<file path="src/crc_pkg.sv">
// Constants shared by the cache region control block
package crc_pkg;

    // ****************************************
    // Bus and address geometry
    // ****************************************
    localparam int PADDR_W = 18;
    localparam int IDX_W = PADDR_W - 2;
    localparam int ADDR_W = 20;
    localparam int ALIGN_W = 3;
    localparam int HIGH_LSB = 16;
    localparam int NUM_NC = 4;
    localparam int NUM_RANGE = NUM_NC + 1;
    localparam int WI_RANGE = NUM_NC;

    // ****************************************
    // Register indices (byte address is four times the index)
    // ****************************************
    localparam logic [IDX_W-1:0] IDX_CTRL = 16'h0000;
    localparam logic [IDX_W-1:0] IDX_NC0_START_LOW = 16'hfec2;
    localparam logic [IDX_W-1:0] IDX_NC0_START_HIGH = 16'hfec4;
    localparam logic [IDX_W-1:0] IDX_NC0_END_LOW = 16'hfec6;
    localparam logic [IDX_W-1:0] IDX_NC0_END_HIGH = 16'hfec8;
    localparam logic [IDX_W-1:0] IDX_NC1_START_LOW = 16'hfeca;
    localparam logic [IDX_W-1:0] IDX_NC1_START_HIGH = 16'hfecc;
    localparam logic [IDX_W-1:0] IDX_NC1_END_LOW = 16'hfece;
    localparam logic [IDX_W-1:0] IDX_NC1_END_HIGH = 16'hfed0;
    localparam logic [IDX_W-1:0] IDX_NC2_START_LOW = 16'hfed2;
    localparam logic [IDX_W-1:0] IDX_NC2_START_HIGH = 16'hfed4;
    localparam logic [IDX_W-1:0] IDX_NC2_END_LOW = 16'hfed6;
    localparam logic [IDX_W-1:0] IDX_NC2_END_HIGH = 16'hfed8;
    localparam logic [IDX_W-1:0] IDX_NC3_START_LOW = 16'hfeda;
    localparam logic [IDX_W-1:0] IDX_NC3_START_HIGH = 16'hfedc;
    localparam logic [IDX_W-1:0] IDX_NC3_END_LOW = 16'hfede;
    localparam logic [IDX_W-1:0] IDX_NC3_END_HIGH = 16'hfee0;
    localparam logic [IDX_W-1:0] IDX_WI_START_LOW = 16'hfee2;
    localparam logic [IDX_W-1:0] IDX_WI_START_HIGH = 16'hfee4;
    localparam logic [IDX_W-1:0] IDX_WI_END_LOW = 16'hfee6;
    localparam logic [IDX_W-1:0] IDX_WI_END_HIGH = 16'hfee8;
    localparam int RANGE_STRIDE_LOG2 = 3;

    // Sub-register within one range block
    localparam logic [1:0] SUB_START_LOW = 2'h0;
    localparam logic [1:0] SUB_START_HIGH = 2'h1;
    localparam logic [1:0] SUB_END_LOW = 2'h2;
    localparam logic [1:0] SUB_END_HIGH = 2'h3;

    // ****************************************
    // Control register fields
    // ****************************************
    localparam int CTRL_W = 16;
    localparam int ICACHE_ON_BIT = 15;
    localparam int DCACHE_ON_BIT = 14;
    localparam int NC_LSB = 8;
    localparam int WINV_ON_BIT = 7;
    localparam logic [CTRL_W-1:0] CTRL_WR_MASK = 16'hcf80;
    localparam logic [CTRL_W-1:0] CTRL_RESET = 16'h0000;
    localparam logic [ADDR_W-1:ALIGN_W] ADDR_RESET = 17'h00000;

endpackage

</file>
<file path="src/crc_top.sv">
// Cache control and region decode with an APB register slave
//
// Decided for this implementation: the APB register port.
`timescale 1ns/1ps
// How it works
// RULE1 - The instruction cache is on exactly while control bit 15 is one.
// RULE2 - The data cache is on exactly while control bit 14 is one.
// RULE3 - Control bits 8 to 11 enable non-cacheable regions zero to three in order.
// RULE4 - The write-invalidate range is active only while control bit 7 is one.
// RULE5 - Control bits 13 to 12 and 6 to 0 are reserved, read zero and ignore writes.
// RULE6 - Each region start address takes bits 15..3 from its low and 19..16 from its high register.
// RULE7 - Region start address bits 2..0 are always zero and ignore writes.
// RULE8 - Each region end address takes bits 15..3 from its low and 19..16 from its high register.
// RULE9 - Region end address bits 2..0 are always zero and read-only.
// RULE10 - The write-invalidate start address is built from low bits 15..3 and high bits 3..0.
// RULE11 - The write-invalidate end address is built the same way as a 20-bit value.
// RULE12 - Write-invalidate address bits 2..0 are fixed zero so the range is 8-byte aligned.
// RULE13 - An access inside any enabled non-cacheable region, inclusive, bypasses both caches.
// RULE14 - A data write inside the enabled write-invalidate range, inclusive, invalidates its line while the data cache is on.
module crc_top
(
    input wire logic pclk,
    input wire logic presetn,
    input wire logic psel,
    input wire logic penable,
    input wire logic pwrite,
    input wire logic [crc_pkg::PADDR_W-1:0] paddr,
    input wire logic [31:0] pwdata,
    output logic [31:0] prdata,
    output logic pready,
    output logic pslverr,
    input wire logic acc_valid,
    input wire logic acc_write,
    input wire logic acc_instr,
    input wire logic [crc_pkg::ADDR_W-1:0] acc_addr,
    output logic instr_cache_on,
    output logic data_cache_on,
    output logic acc_done,
    output logic acc_cacheable,
    output logic acc_invalidate
);
    import crc_pkg::*;

    // ****************************************
    // Decode helpers
    // ****************************************
    typedef struct packed
    {
        logic hit;
        logic [2:0] range;
        logic [1:0] sub;
    } crc_dec_t;

    function automatic crc_dec_t crc_decode(input logic [PADDR_W-1:0] a);
        logic [IDX_W-1:0] idx;
        logic [IDX_W-1:0] diff;
        crc_dec_t d;
        idx = a[PADDR_W-1:2];
        diff = idx - IDX_NC0_START_LOW;
        d.hit = (a[1:0] == 2'h0) && (idx >= IDX_NC0_START_LOW) && (idx <= IDX_WI_END_HIGH)
            && !diff[0];
        d.range = diff[5:3];
        d.sub = diff[2:1];
        return d;
    endfunction

    function automatic logic crc_is_ctrl(input logic [PADDR_W-1:0] a);
        return (a[1:0] == 2'h0) && (a[PADDR_W-1:2] == IDX_CTRL);
    endfunction

    // Inclusive window test on 8-byte aligned limits
    function automatic logic crc_in_range(
        input logic [ADDR_W-1:0] a,
        input logic [ADDR_W-1:ALIGN_W] lo,
        input logic [ADDR_W-1:ALIGN_W] hi
    );
        logic [ADDR_W-1:0] lo_full;
        logic [ADDR_W-1:0] hi_full;
        lo_full = {lo, {ALIGN_W{1'b0}}};
        hi_full = {hi, {ALIGN_W{1'b0}}};
        return (a >= lo_full) && (a <= hi_full);
    endfunction

    // ****************************************
    // Register storage
    // ****************************************
    logic [CTRL_W-1:0] ctrl_q;
    logic [CTRL_W-1:0] ctrl_d;
    logic [HIGH_LSB-1:ALIGN_W] start_low_q [NUM_RANGE];
    logic [ADDR_W-1:HIGH_LSB] start_high_q [NUM_RANGE];
    logic [HIGH_LSB-1:ALIGN_W] end_low_q [NUM_RANGE];
    logic [ADDR_W-1:HIGH_LSB] end_high_q [NUM_RANGE];
    logic [ADDR_W-1:ALIGN_W] start_addr [NUM_RANGE];
    logic [ADDR_W-1:ALIGN_W] end_addr [NUM_RANGE];
    logic [HIGH_LSB-1:ALIGN_W] wr_low;
    logic [ADDR_W-1:HIGH_LSB] wr_high;
    logic [31:0] rdata_d;
    logic mapped_d;
    logic access_phase;
    logic answer_d;
    logic wr_fire;
    logic ctrl_sel;
    crc_dec_t dec;

    assign dec = crc_decode(paddr);
    assign ctrl_sel = crc_is_ctrl(paddr);
    assign wr_low = pwdata[HIGH_LSB-1:ALIGN_W];
    assign wr_high = pwdata[ADDR_W-HIGH_LSB-1:0];
    // Second access cycle answers; the pready term keeps it to one pulse
    assign access_phase = psel && penable;
    assign answer_d = access_phase && !pready;
    assign wr_fire = access_phase && pready && pwrite;

    // ****************************************
    // APB handshake: one wait state per access
    // ****************************************
    always_ff @(posedge pclk or negedge presetn)
    begin
        if (!presetn)
        begin
            pready <= 1'b0;
        end
        else
        begin
            pready <= answer_d;
        end
    end

    // Unmapped or misaligned address answers with an error
    always_ff @(posedge pclk or negedge presetn)
    begin
        if (!presetn)
        begin
            pslverr <= 1'b0;
        end
        else
        begin
            pslverr <= answer_d && !mapped_d;
        end
    end

    // Read data stands only in the answer cycle of a read
    always_ff @(posedge pclk or negedge presetn)
    begin
        if (!presetn)
        begin
            prdata <= 32'h00000000;
        end
        else if (answer_d && !pwrite)
        begin
            prdata <= rdata_d;
        end
        else
        begin
            prdata <= 32'h00000000;
        end
    end

    // ****************************************
    // Control register and cache enables
    // ****************************************
    // Reserved control bits never store
    always_comb
    begin
        ctrl_d = ctrl_q;
        if (wr_fire && ctrl_sel)
        begin
            ctrl_d = pwdata[CTRL_W-1:0] & CTRL_WR_MASK; // RULE5
        end
    end

    always_ff @(posedge pclk or negedge presetn)
    begin
        if (!presetn)
        begin
            ctrl_q <= CTRL_RESET;
        end
        else
        begin
            ctrl_q <= ctrl_d;
        end
    end

    // Cache enables follow the control register at the same edge
    always_ff @(posedge pclk or negedge presetn)
    begin
        if (!presetn)
        begin
            instr_cache_on <= 1'b0;
        end
        else
        begin
            instr_cache_on <= ctrl_d[ICACHE_ON_BIT]; // RULE1
        end
    end

    always_ff @(posedge pclk or negedge presetn)
    begin
        if (!presetn)
        begin
            data_cache_on <= 1'b0;
        end
        else
        begin
            data_cache_on <= ctrl_d[DCACHE_ON_BIT]; // RULE2
        end
    end

    // ****************************************
    // Range address storage
    // ****************************************
    // Range address halves; bits 2..0 are not stored
    for (genvar r = 0; r < NUM_RANGE; r++)
    begin : g_range
        logic sel;

        assign sel = wr_fire && dec.hit && (dec.range == 3'(r));
        assign start_addr[r] = {start_high_q[r], start_low_q[r]}; // RULE6 RULE10
        assign end_addr[r] = {end_high_q[r], end_low_q[r]}; // RULE8 RULE11

        // Start address, low half
        always_ff @(posedge pclk or negedge presetn)
        begin
            if (!presetn)
            begin
                start_low_q[r] <= ADDR_RESET[HIGH_LSB-1:ALIGN_W];
            end
            else if (sel && (dec.sub == SUB_START_LOW))
            begin
                start_low_q[r] <= wr_low; // RULE6 RULE7 RULE10 RULE12
            end
        end

        // Start address, high half
        always_ff @(posedge pclk or negedge presetn)
        begin
            if (!presetn)
            begin
                start_high_q[r] <= ADDR_RESET[ADDR_W-1:HIGH_LSB];
            end
            else if (sel && (dec.sub == SUB_START_HIGH))
            begin
                start_high_q[r] <= wr_high; // RULE6 RULE10
            end
        end

        // End address, low half
        always_ff @(posedge pclk or negedge presetn)
        begin
            if (!presetn)
            begin
                end_low_q[r] <= ADDR_RESET[HIGH_LSB-1:ALIGN_W];
            end
            else if (sel && (dec.sub == SUB_END_LOW))
            begin
                end_low_q[r] <= wr_low; // RULE8 RULE9 RULE11 RULE12
            end
        end

        // End address, high half
        always_ff @(posedge pclk or negedge presetn)
        begin
            if (!presetn)
            begin
                end_high_q[r] <= ADDR_RESET[ADDR_W-1:HIGH_LSB];
            end
            else if (sel && (dec.sub == SUB_END_HIGH))
            begin
                end_high_q[r] <= wr_high; // RULE8 RULE11
            end
        end
    end

    // ****************************************
    // Read mux
    // ****************************************
    always_comb
    begin
        rdata_d = 32'h00000000;
        mapped_d = 1'b1;
        if (ctrl_sel)
        begin
            rdata_d[CTRL_W-1:0] = ctrl_q; // RULE5
        end
        else if (dec.hit)
        begin
            unique case (dec.sub)
                SUB_START_LOW:
                begin
                    rdata_d[HIGH_LSB-1:ALIGN_W] = start_low_q[dec.range]; // RULE7
                end
                SUB_START_HIGH:
                begin
                    rdata_d[ADDR_W-HIGH_LSB-1:0] = start_high_q[dec.range]; // RULE6
                end
                SUB_END_LOW:
                begin
                    rdata_d[HIGH_LSB-1:ALIGN_W] = end_low_q[dec.range]; // RULE9
                end
                SUB_END_HIGH:
                begin
                    rdata_d[ADDR_W-HIGH_LSB-1:0] = end_high_q[dec.range]; // RULE8
                end
            endcase
        end
        else
        begin
            mapped_d = 1'b0;
        end
    end

    // ****************************************
    // Access lookup, one cycle of latency
    // ****************************************
    logic [NUM_NC-1:0] nc_hit;
    logic wi_hit;
    logic use_cache;
    logic cacheable_d;
    logic invalidate_d;

    for (genvar r = 0; r < NUM_NC; r++)
    begin : g_nc
        assign nc_hit[r] = ctrl_q[NC_LSB+r] // RULE3
            && crc_in_range(acc_addr, start_addr[r], end_addr[r]); // RULE13
    end

    assign wi_hit = ctrl_q[WINV_ON_BIT] // RULE4
        && crc_in_range(acc_addr, start_addr[WI_RANGE], end_addr[WI_RANGE]);

    // Fetches use the instruction cache, all else the data cache
    always_comb
    begin
        use_cache = acc_instr ? ctrl_q[ICACHE_ON_BIT] : ctrl_q[DCACHE_ON_BIT]; // RULE1 RULE2
        cacheable_d = acc_valid && use_cache && !(|nc_hit); // RULE13
        invalidate_d = acc_valid && acc_write && !acc_instr
            && ctrl_q[DCACHE_ON_BIT] && wi_hit; // RULE14
    end

    // ****************************************
    // Lookup results
    // ****************************************
    always_ff @(posedge pclk or negedge presetn)
    begin
        if (!presetn)
        begin
            acc_done <= 1'b0;
        end
        else
        begin
            acc_done <= acc_valid;
        end
    end

    always_ff @(posedge pclk or negedge presetn)
    begin
        if (!presetn)
        begin
            acc_cacheable <= 1'b0;
        end
        else
        begin
            acc_cacheable <= cacheable_d; // RULE13
        end
    end

    always_ff @(posedge pclk or negedge presetn)
    begin
        if (!presetn)
        begin
            acc_invalidate <= 1'b0;
        end
        else
        begin
            acc_invalidate <= invalidate_d; // RULE14
        end
    end

endmodule

</file>
<file path="config.mk">
export PLATFORM = sky130hd
export DESIGN_NAME = crc_top
export DESIGN_NICKNAME = d
export VERILOG_FILES = /design/src/crc_pkg.sv /design/src/crc_top.sv
export SDC_FILE = /design/constraint.sdc
export NUM_CORES = 1
export LEC_CHECK = 0
export BUFFER_PORTS_ARGS = -buffer_cell sky130_fd_sc_hd__buf_2
export CAP_MARGIN = 40
export CORE_MARGIN = 2
export CORE_UTILIZATION = 30
export DETAILED_ROUTE_END_ITERATION = 10
export SYNTH_ARGS = -nofsm -noshare
export SYNTH_HDL_FRONTEND = slang
export SYNTH_SLANG_ARGS = --single-unit
</file>
<file path="constraint.sdc">
create_clock -name pclk -period 2.6 [get_ports pclk]
set_input_delay 0.52 -clock pclk [delete_from_list [all_inputs] [get_ports pclk]]
set_output_delay 0.52 -clock pclk [all_outputs]
set_load 0.005 [all_outputs]
</file>
==> results of run 1 <==
[layout make-up]
class | instances | area (um^2)
fillers | 4327 | 26400
multi-input cells | 1040 | 7010
flip-flops and latches | 198 | 4950
repair buffers | 256 | 1930
well taps | 539 | 674
inverters | 170 | 638
clock buffers | 18 | 439
clock inverters | 13 | 159
[path summary, 6_finish.rpt]
kind	startpoint	to	slack, ns
min	presetn	start_addr[50]	0.07
max reg2reg	start_addr[83]	acc_cacheable	0.11
max in group asynchronous	presetn	start_addr[20]	1.82
min in group pclk	acc_valid	acc_done	0.17
max	start_addr[83]	acc_cacheable	0.11
min reg2reg	end_addr[50]	end_addr[50]	0.53
[critical path: stages (launching register included)]
cell,delay (ns)
dfrtp_1,0.38
inv_1,0.06
ha_1,0.28
a21o_1,0.23
a2111oi_4,0.35
buf_4,0.19
o221ai_2,0.11
o211a_1,0.24
o21ai_0,0.07
a311oi_1,0.08
nor4_1,0.30
buf_4,0.17
[cell usage in the layout (no fill, tap or decap), types with 11 or more instances in the layout]
master,count
nor2_1,49
buf_12,17
o22ai_1,55
a31oi_1,11
nand4_1,26
o21ai_0,196
inv_1,170
mux2_2,32
buf_4,155
nand3_1,20
a21o_1,23
clkbuf_16,17
nor3_1,29
conb_1,16
buf_2,83
a21oi_1,61
nor2b_1,11
nand2_1,198
ha_1,170
dfrtp_1,198
[power by group through the flow]
| stage | clock, W | combinational [W] | sequential (W) |
|---|---|---|---|
| floorplan | 0 | 0.000367 | 0.00314 |
| global placement | 0 | 0.000889 | 0.00314 |
| detailed placement | 0 | 0.000901 | 0.00314 |
| CTS | 0.00286 | 0.000906 | 0.00308 |
| global route | 0.00297 | 0.000989 | 0.00308 |
| finish | 0.00282 | 0.000918 | 0.00308 |
[sequential cells by signal, indices dropped and copies added (netlist names)]
| signal | count |
|---|---|
| start_addr | 85 |
| acc_invalidate | 1 |
| pready | 1 |
| acc_cacheable | 1 |
| pslverr | 1 |
| ctrl_q | 7 |
| prdata | 16 |
| acc_done | 1 |
| end_addr | 85 |
[through the flow]
step,util,setup TNS (ns),cells
finish,0.374,0,2234
global route,0.374,0,2234
CTS,0.373,0,2231
detailed placement,0.359,-42.34,2200
global placement,0.359,-31.12,2200
floorplan,-,0,1494
[repair_timing]
action,CTS,global route
setup buffers,0,3
resized for setup,5,6
endpoints found under the hold margin,0,0
pin swaps,0,3
setup endpoints to repair,1,32
[routing by layer]
metal  GRT usage  routed length (um)  vias up
li1            -                   -     5582
met1       0.275               19800     5617
met2       0.351               21600      418
met3      0.0347                2930       96
met4      0.0857                1820        0
met5           0                   0        -
[logic make-up after synthesis]
family	Yosys count	share of synthesized area
AOI/OAI and AO/OA	425	0.197
and+or+nand+nor	394	0.142
buffers and inverters	256	0.0816
DFF	198	0.384
adders and majority gates	170	0.165
muxes	34	0.0295
other	1	0.000291
xor gates and xnor gates	1	0.000679
==> results_dict.tcl, run 1 <==
set metrics [dict create \
    status "finished clean" \
    placed_cell_area_mm2 0.0151 \
    synth.cell_area_mm2 0.0129 \
    seqPwrFrac 0.452 \
    die-area_mm2 0.0447 \
    p_sw_frac 0.282 \
    cts_inserted_buffers 17 \
    p_int_w 0.00489 \
    async_reset_ff_frac 1.00 \
    wl_mm 46.1 \
    syn-mean-instance-area_um2 8.72 \
    ir_drop_mv 0.410 \
    ys_seq_area_frac 0.384 \
    drv_slew 0 \
    clkTransAtPathRegs_ns 0.09 \
    grt_pass1_vias 11800 \
    grt_max_degree 61 \
    pwr-share-comb 0.135 \
    dieWidth_um 211 \
    ios 117 \
    via_per_inst 5.24 \
    cts_buffer_depth 2 \
    hold_path_class "input pin to async pin" \
    final_area_mm2 0.0158 \
    relSlewSlack 0.570 \
    crit_required_ns 3.03 \
    synth_top_cell_area_share 0.384 \
    crit_fanout 2 \
    root_buffer "clkbuf_16" \
    initial_core_util 0.306 \
    firstDrtPassIters 6 \
    ys.flop_type "dfrtp_1" \
    first_iter_violations 1057 \
    r2r_cells 11 \
    place.gp.congestion 0.907 \
    core_area_mm2 0.0422 \
    cts_tree "yes" \
    start_kind "flip-flop" \
    yosys_warnings 0 \
    n_antenna_cell 0 \
    drc_errors 0 \
    cp_data_arrival_time_ns 2.92 \
    antenna_found_initial 1 \
    hpwl_mm 35.8 \
    power.density_mw_per_mm2 431 \
    rsz0062_at_grt "no" \
    p_clk_frac 0.413 \
    antenna_left 0 \
    finalHoldViolations 0 \
    grt_usage 0.212 \
    critPathKind "flip-flop to flip-flop" \
    cts_htree_levels 4 \
    fin_skew_ns 0.0201 \
    io_buffer_count 84 \
    dp_slack_ns -0.487 \
    vias 11700 \
    grt_pass1_wl_mm 70.3 \
    max_freq_ghz 0.401 \
    setup_viol 0 \
    yosysTopAreaCell "dfrtp_1" \
    power_w 0.00681 \
    area.growth.synth_to_final_pct 22.6 \
    hold_buffers 0 \
    fin_crit_sh 0.959 \
    synth_edf_count 0 \
    leakage_nw 8.02 \
    layout.nets 1931 \
    gr-total-overflow 0 \
    yosysUniqueCellTypes 67 \
    wl_per_cell_um 20.7 \
    ys_seq_elements 198 \
    syn_inst 1479 \
    clock_latency_ns 0.48 \
    rows 75 \
    period_minus_slack_ns 2.49 \
    synth_area_leaders "dfrtp_1 (38%), ha_1 (16%), o21ai_0 (7.6%)" \
    p_sw_w 0.00192 \
    die_h_um 211 \
    finalWorstSetupSlack_ns 0.106 \
    tightest_slew_ns 0.641 \
    fin_worst_hold_slack_ns 0.0697 \
    synth_common_cells "dfrtp_1 (198), nand2_1 (198), o21ai_0 (197), ha_1 (170), inv_1 (170)" \
    clock_sinks 198 \
    drv_cap 0 \
    drive_above_1_share 0.206 \
    endpoint_kind "flip-flop" \
]
Note: power is estimated with default switching activity, not from simulation.
==> inputs of run 2 (changes only) <==
--- a/config.mk
+++ b/config.mk
@@ -10,6 +10,7 @@
 export CORE_MARGIN = 2
 export CORE_UTILIZATION = 30
 export DETAILED_ROUTE_END_ITERATION = 10
+export MAX_ROUTING_LAYER = met4
 export SYNTH_ARGS = -nofsm -noshare
 export SYNTH_HDL_FRONTEND = slang
 export SYNTH_SLANG_ARGS = --single-unit
==> results_dict.tcl, run 2 (synthesis results as in run 1) <==
set metrics [dict create \
    hpwl_mm 35.5 \
    fin_crit_sh 0.988 \
    reg2reg_to "acc_cacheable" \
    io_buffer_count 84 \
    crit_fanout 3 \
    drv_slew 0 \
    vias 11800 \
    via_per_inst 5.28 \
    wl_per_cell_um 20.5 \
    leakage_nw 8.02 \
    fin_worst_hold_slack_ns 0.0817 \
    gr-total-overflow 0 \
    initial_core_util 0.306 \
    hold_path_class "input pin to async pin" \
    place_inst 2204 \
    wl_mm 46.0 \
    r2r_cells 9 \
    clock_sinks 198 \
    endpoint_kind "flip-flop" \
    setup_viol 0 \
    power.density_mw_per_mm2 422 \
    critPathKind "flip-flop to flip-flop" \
    drv_cap 0 \
    tns_ns 0 \
    drive_above_1_share 0.208 \
    power_w 0.00666 \
    grt_max_degree 63 \
    firstDrtPassIters 5 \
    clock_latency_ns 0.46 \
    root_buffer "clkbuf_16" \
    antenna_left 0 \
    fin_skew_ns 0.0152 \
    crit_family "compound AO/OA/AOI/OAI gates" \
    mostFrequentLayoutCells "nand2_1 (198), dfrtp_1 (198), o21ai_0 (196)" \
    status "finished clean" \
    grt_usage 0.216 \
    cpPeakStageDelay_ns 0.50 \
    cp_cell_sequence "ha_1, a2111oi_1, o21ai_1, a211oi_1, buf_4, o211ai_1, o2111a_1, nor4_1, buf_4" \
    rrSetupSlack_ns 0.03 \
    fin_cells 2239 \
    place.gp.congestion 0.922 \
    cp_data_arrival_time_ns 2.97 \
    cts_tree "yes" \
    cts_inserted_buffers 17 \
    rows 75 \
    start_kind "flip-flop" \
    relSlewSlack 0.574 \
    timing.rr.start "start_addr[17]" \
    nFillCells 4260 \
    die-area_mm2 0.0447 \
    cts_htree_levels 4 \
    first_iter_violations 874 \
    antenna_found_initial 0 \
    layout.nets 1935 \
    crit_path_frequent_cell "buf_4" \
    n_antenna_cell 0 \
    area.growth.synth_to_final_pct 22.2 \
    cpMaxStageDelayCell "a2111oi_1" \
    grt_pass1_wl_mm 70.1 \
    die_h_um 211 \
    core_area_mm2 0.0422 \
    crit_required_ns 3.00 \
    tightest_slew_ns 0.633 \
    ios 117 \
    finalHoldViolations 0 \
    ir_drop_mv 0.377 \
    hold_buffers 0 \
    clkTransAtPathRegs_ns 0.08 \
    drc_errors 0 \
    cp.buffers_inverters 2 \
    dieWidth_um 211 \
    max_freq_ghz 0.389 \
    cts_buffer_depth 2 \
    grt_pass1_vias 11700 \
    period_minus_slack_ns 2.57 \
]
-- run 2: cell types whose count changed in the layout (fill, tap and decap cells not counted), moves of 2 or more --
cell / before / now
bufinv_16: 2 / 0
inv_8: 2 / 4
clkinv_2: 0 / 3
buf_12: 17 / 15
buf_4: 155 / 160
-- run 2: cell type report --
class	instances	area, um^2	share of cell area
clock buffers	17	425	0.0270
clock inverters	15	136	0.00865
inverters	170	638	0.0405
multi-input cells	1040	6990	0.444
flip-flops and latches	198	4950	0.314
well taps	539	674	0.0428
repair buffers	260	1940	0.123
-- run 2: repair_timing --
item                                   CTS  global route
pin swaps                                1             3
setup buffers                            0             3
setup endpoints to repair                1            37
gates resized for setup                  3             6
endpoints found under the hold margin    0             0
-- run 2: where the power goes --
group	internal, W	switching [W]	leakage, nW
logic	0.000344	0.000571	5.75
registers	0.00308	0.000000960	1.99
clock network	0.00127	0.00139	0.279
total	0.00469	0.00197	8.02
-- run 2: per-layer routing --
layer  track usage  wire, um  vias up  part of all wire
li1              -         -     5598                 -
met1         0.279     20100     5765              0.44
met2         0.346     21600      375              0.47
met3        0.0295      2640       77             0.057
met4        0.0789      1630        0             0.035
met5             -         0        -                 0
-- run 2: worst max-delay path by stage --
stage | from | to | slack (ns) | cells after the start
after global routing | start_addr[83] | acc_cacheable | -0.03 | 11
final | start_addr[17] | acc_cacheable | 0.03 | 9
after CTS | paddr[5] | end_addr[8] | 0.006 | 11
after floorplan | paddr[4] | end_addr[51] | 0.15 | 7
after detailed placement | paddr[5] | start_addr[5] | -0.44 | 11
after global placement | paddr[5] | start_addr[5] | -0.42 | 10
-- run 2: through the flow --
stage	setup slack [ns]	cell area, um^2	util
3_3_place_gp	-0.421	15100	0.359
4_1_cts	0.00645	15700	0.372
2_1_floorplan	0.147	13000	-
5_1_grt	-0.0299	15800	0.373
6_report	0.0324	15800	0.373
3_5_place_dp	-0.439	15100	0.359
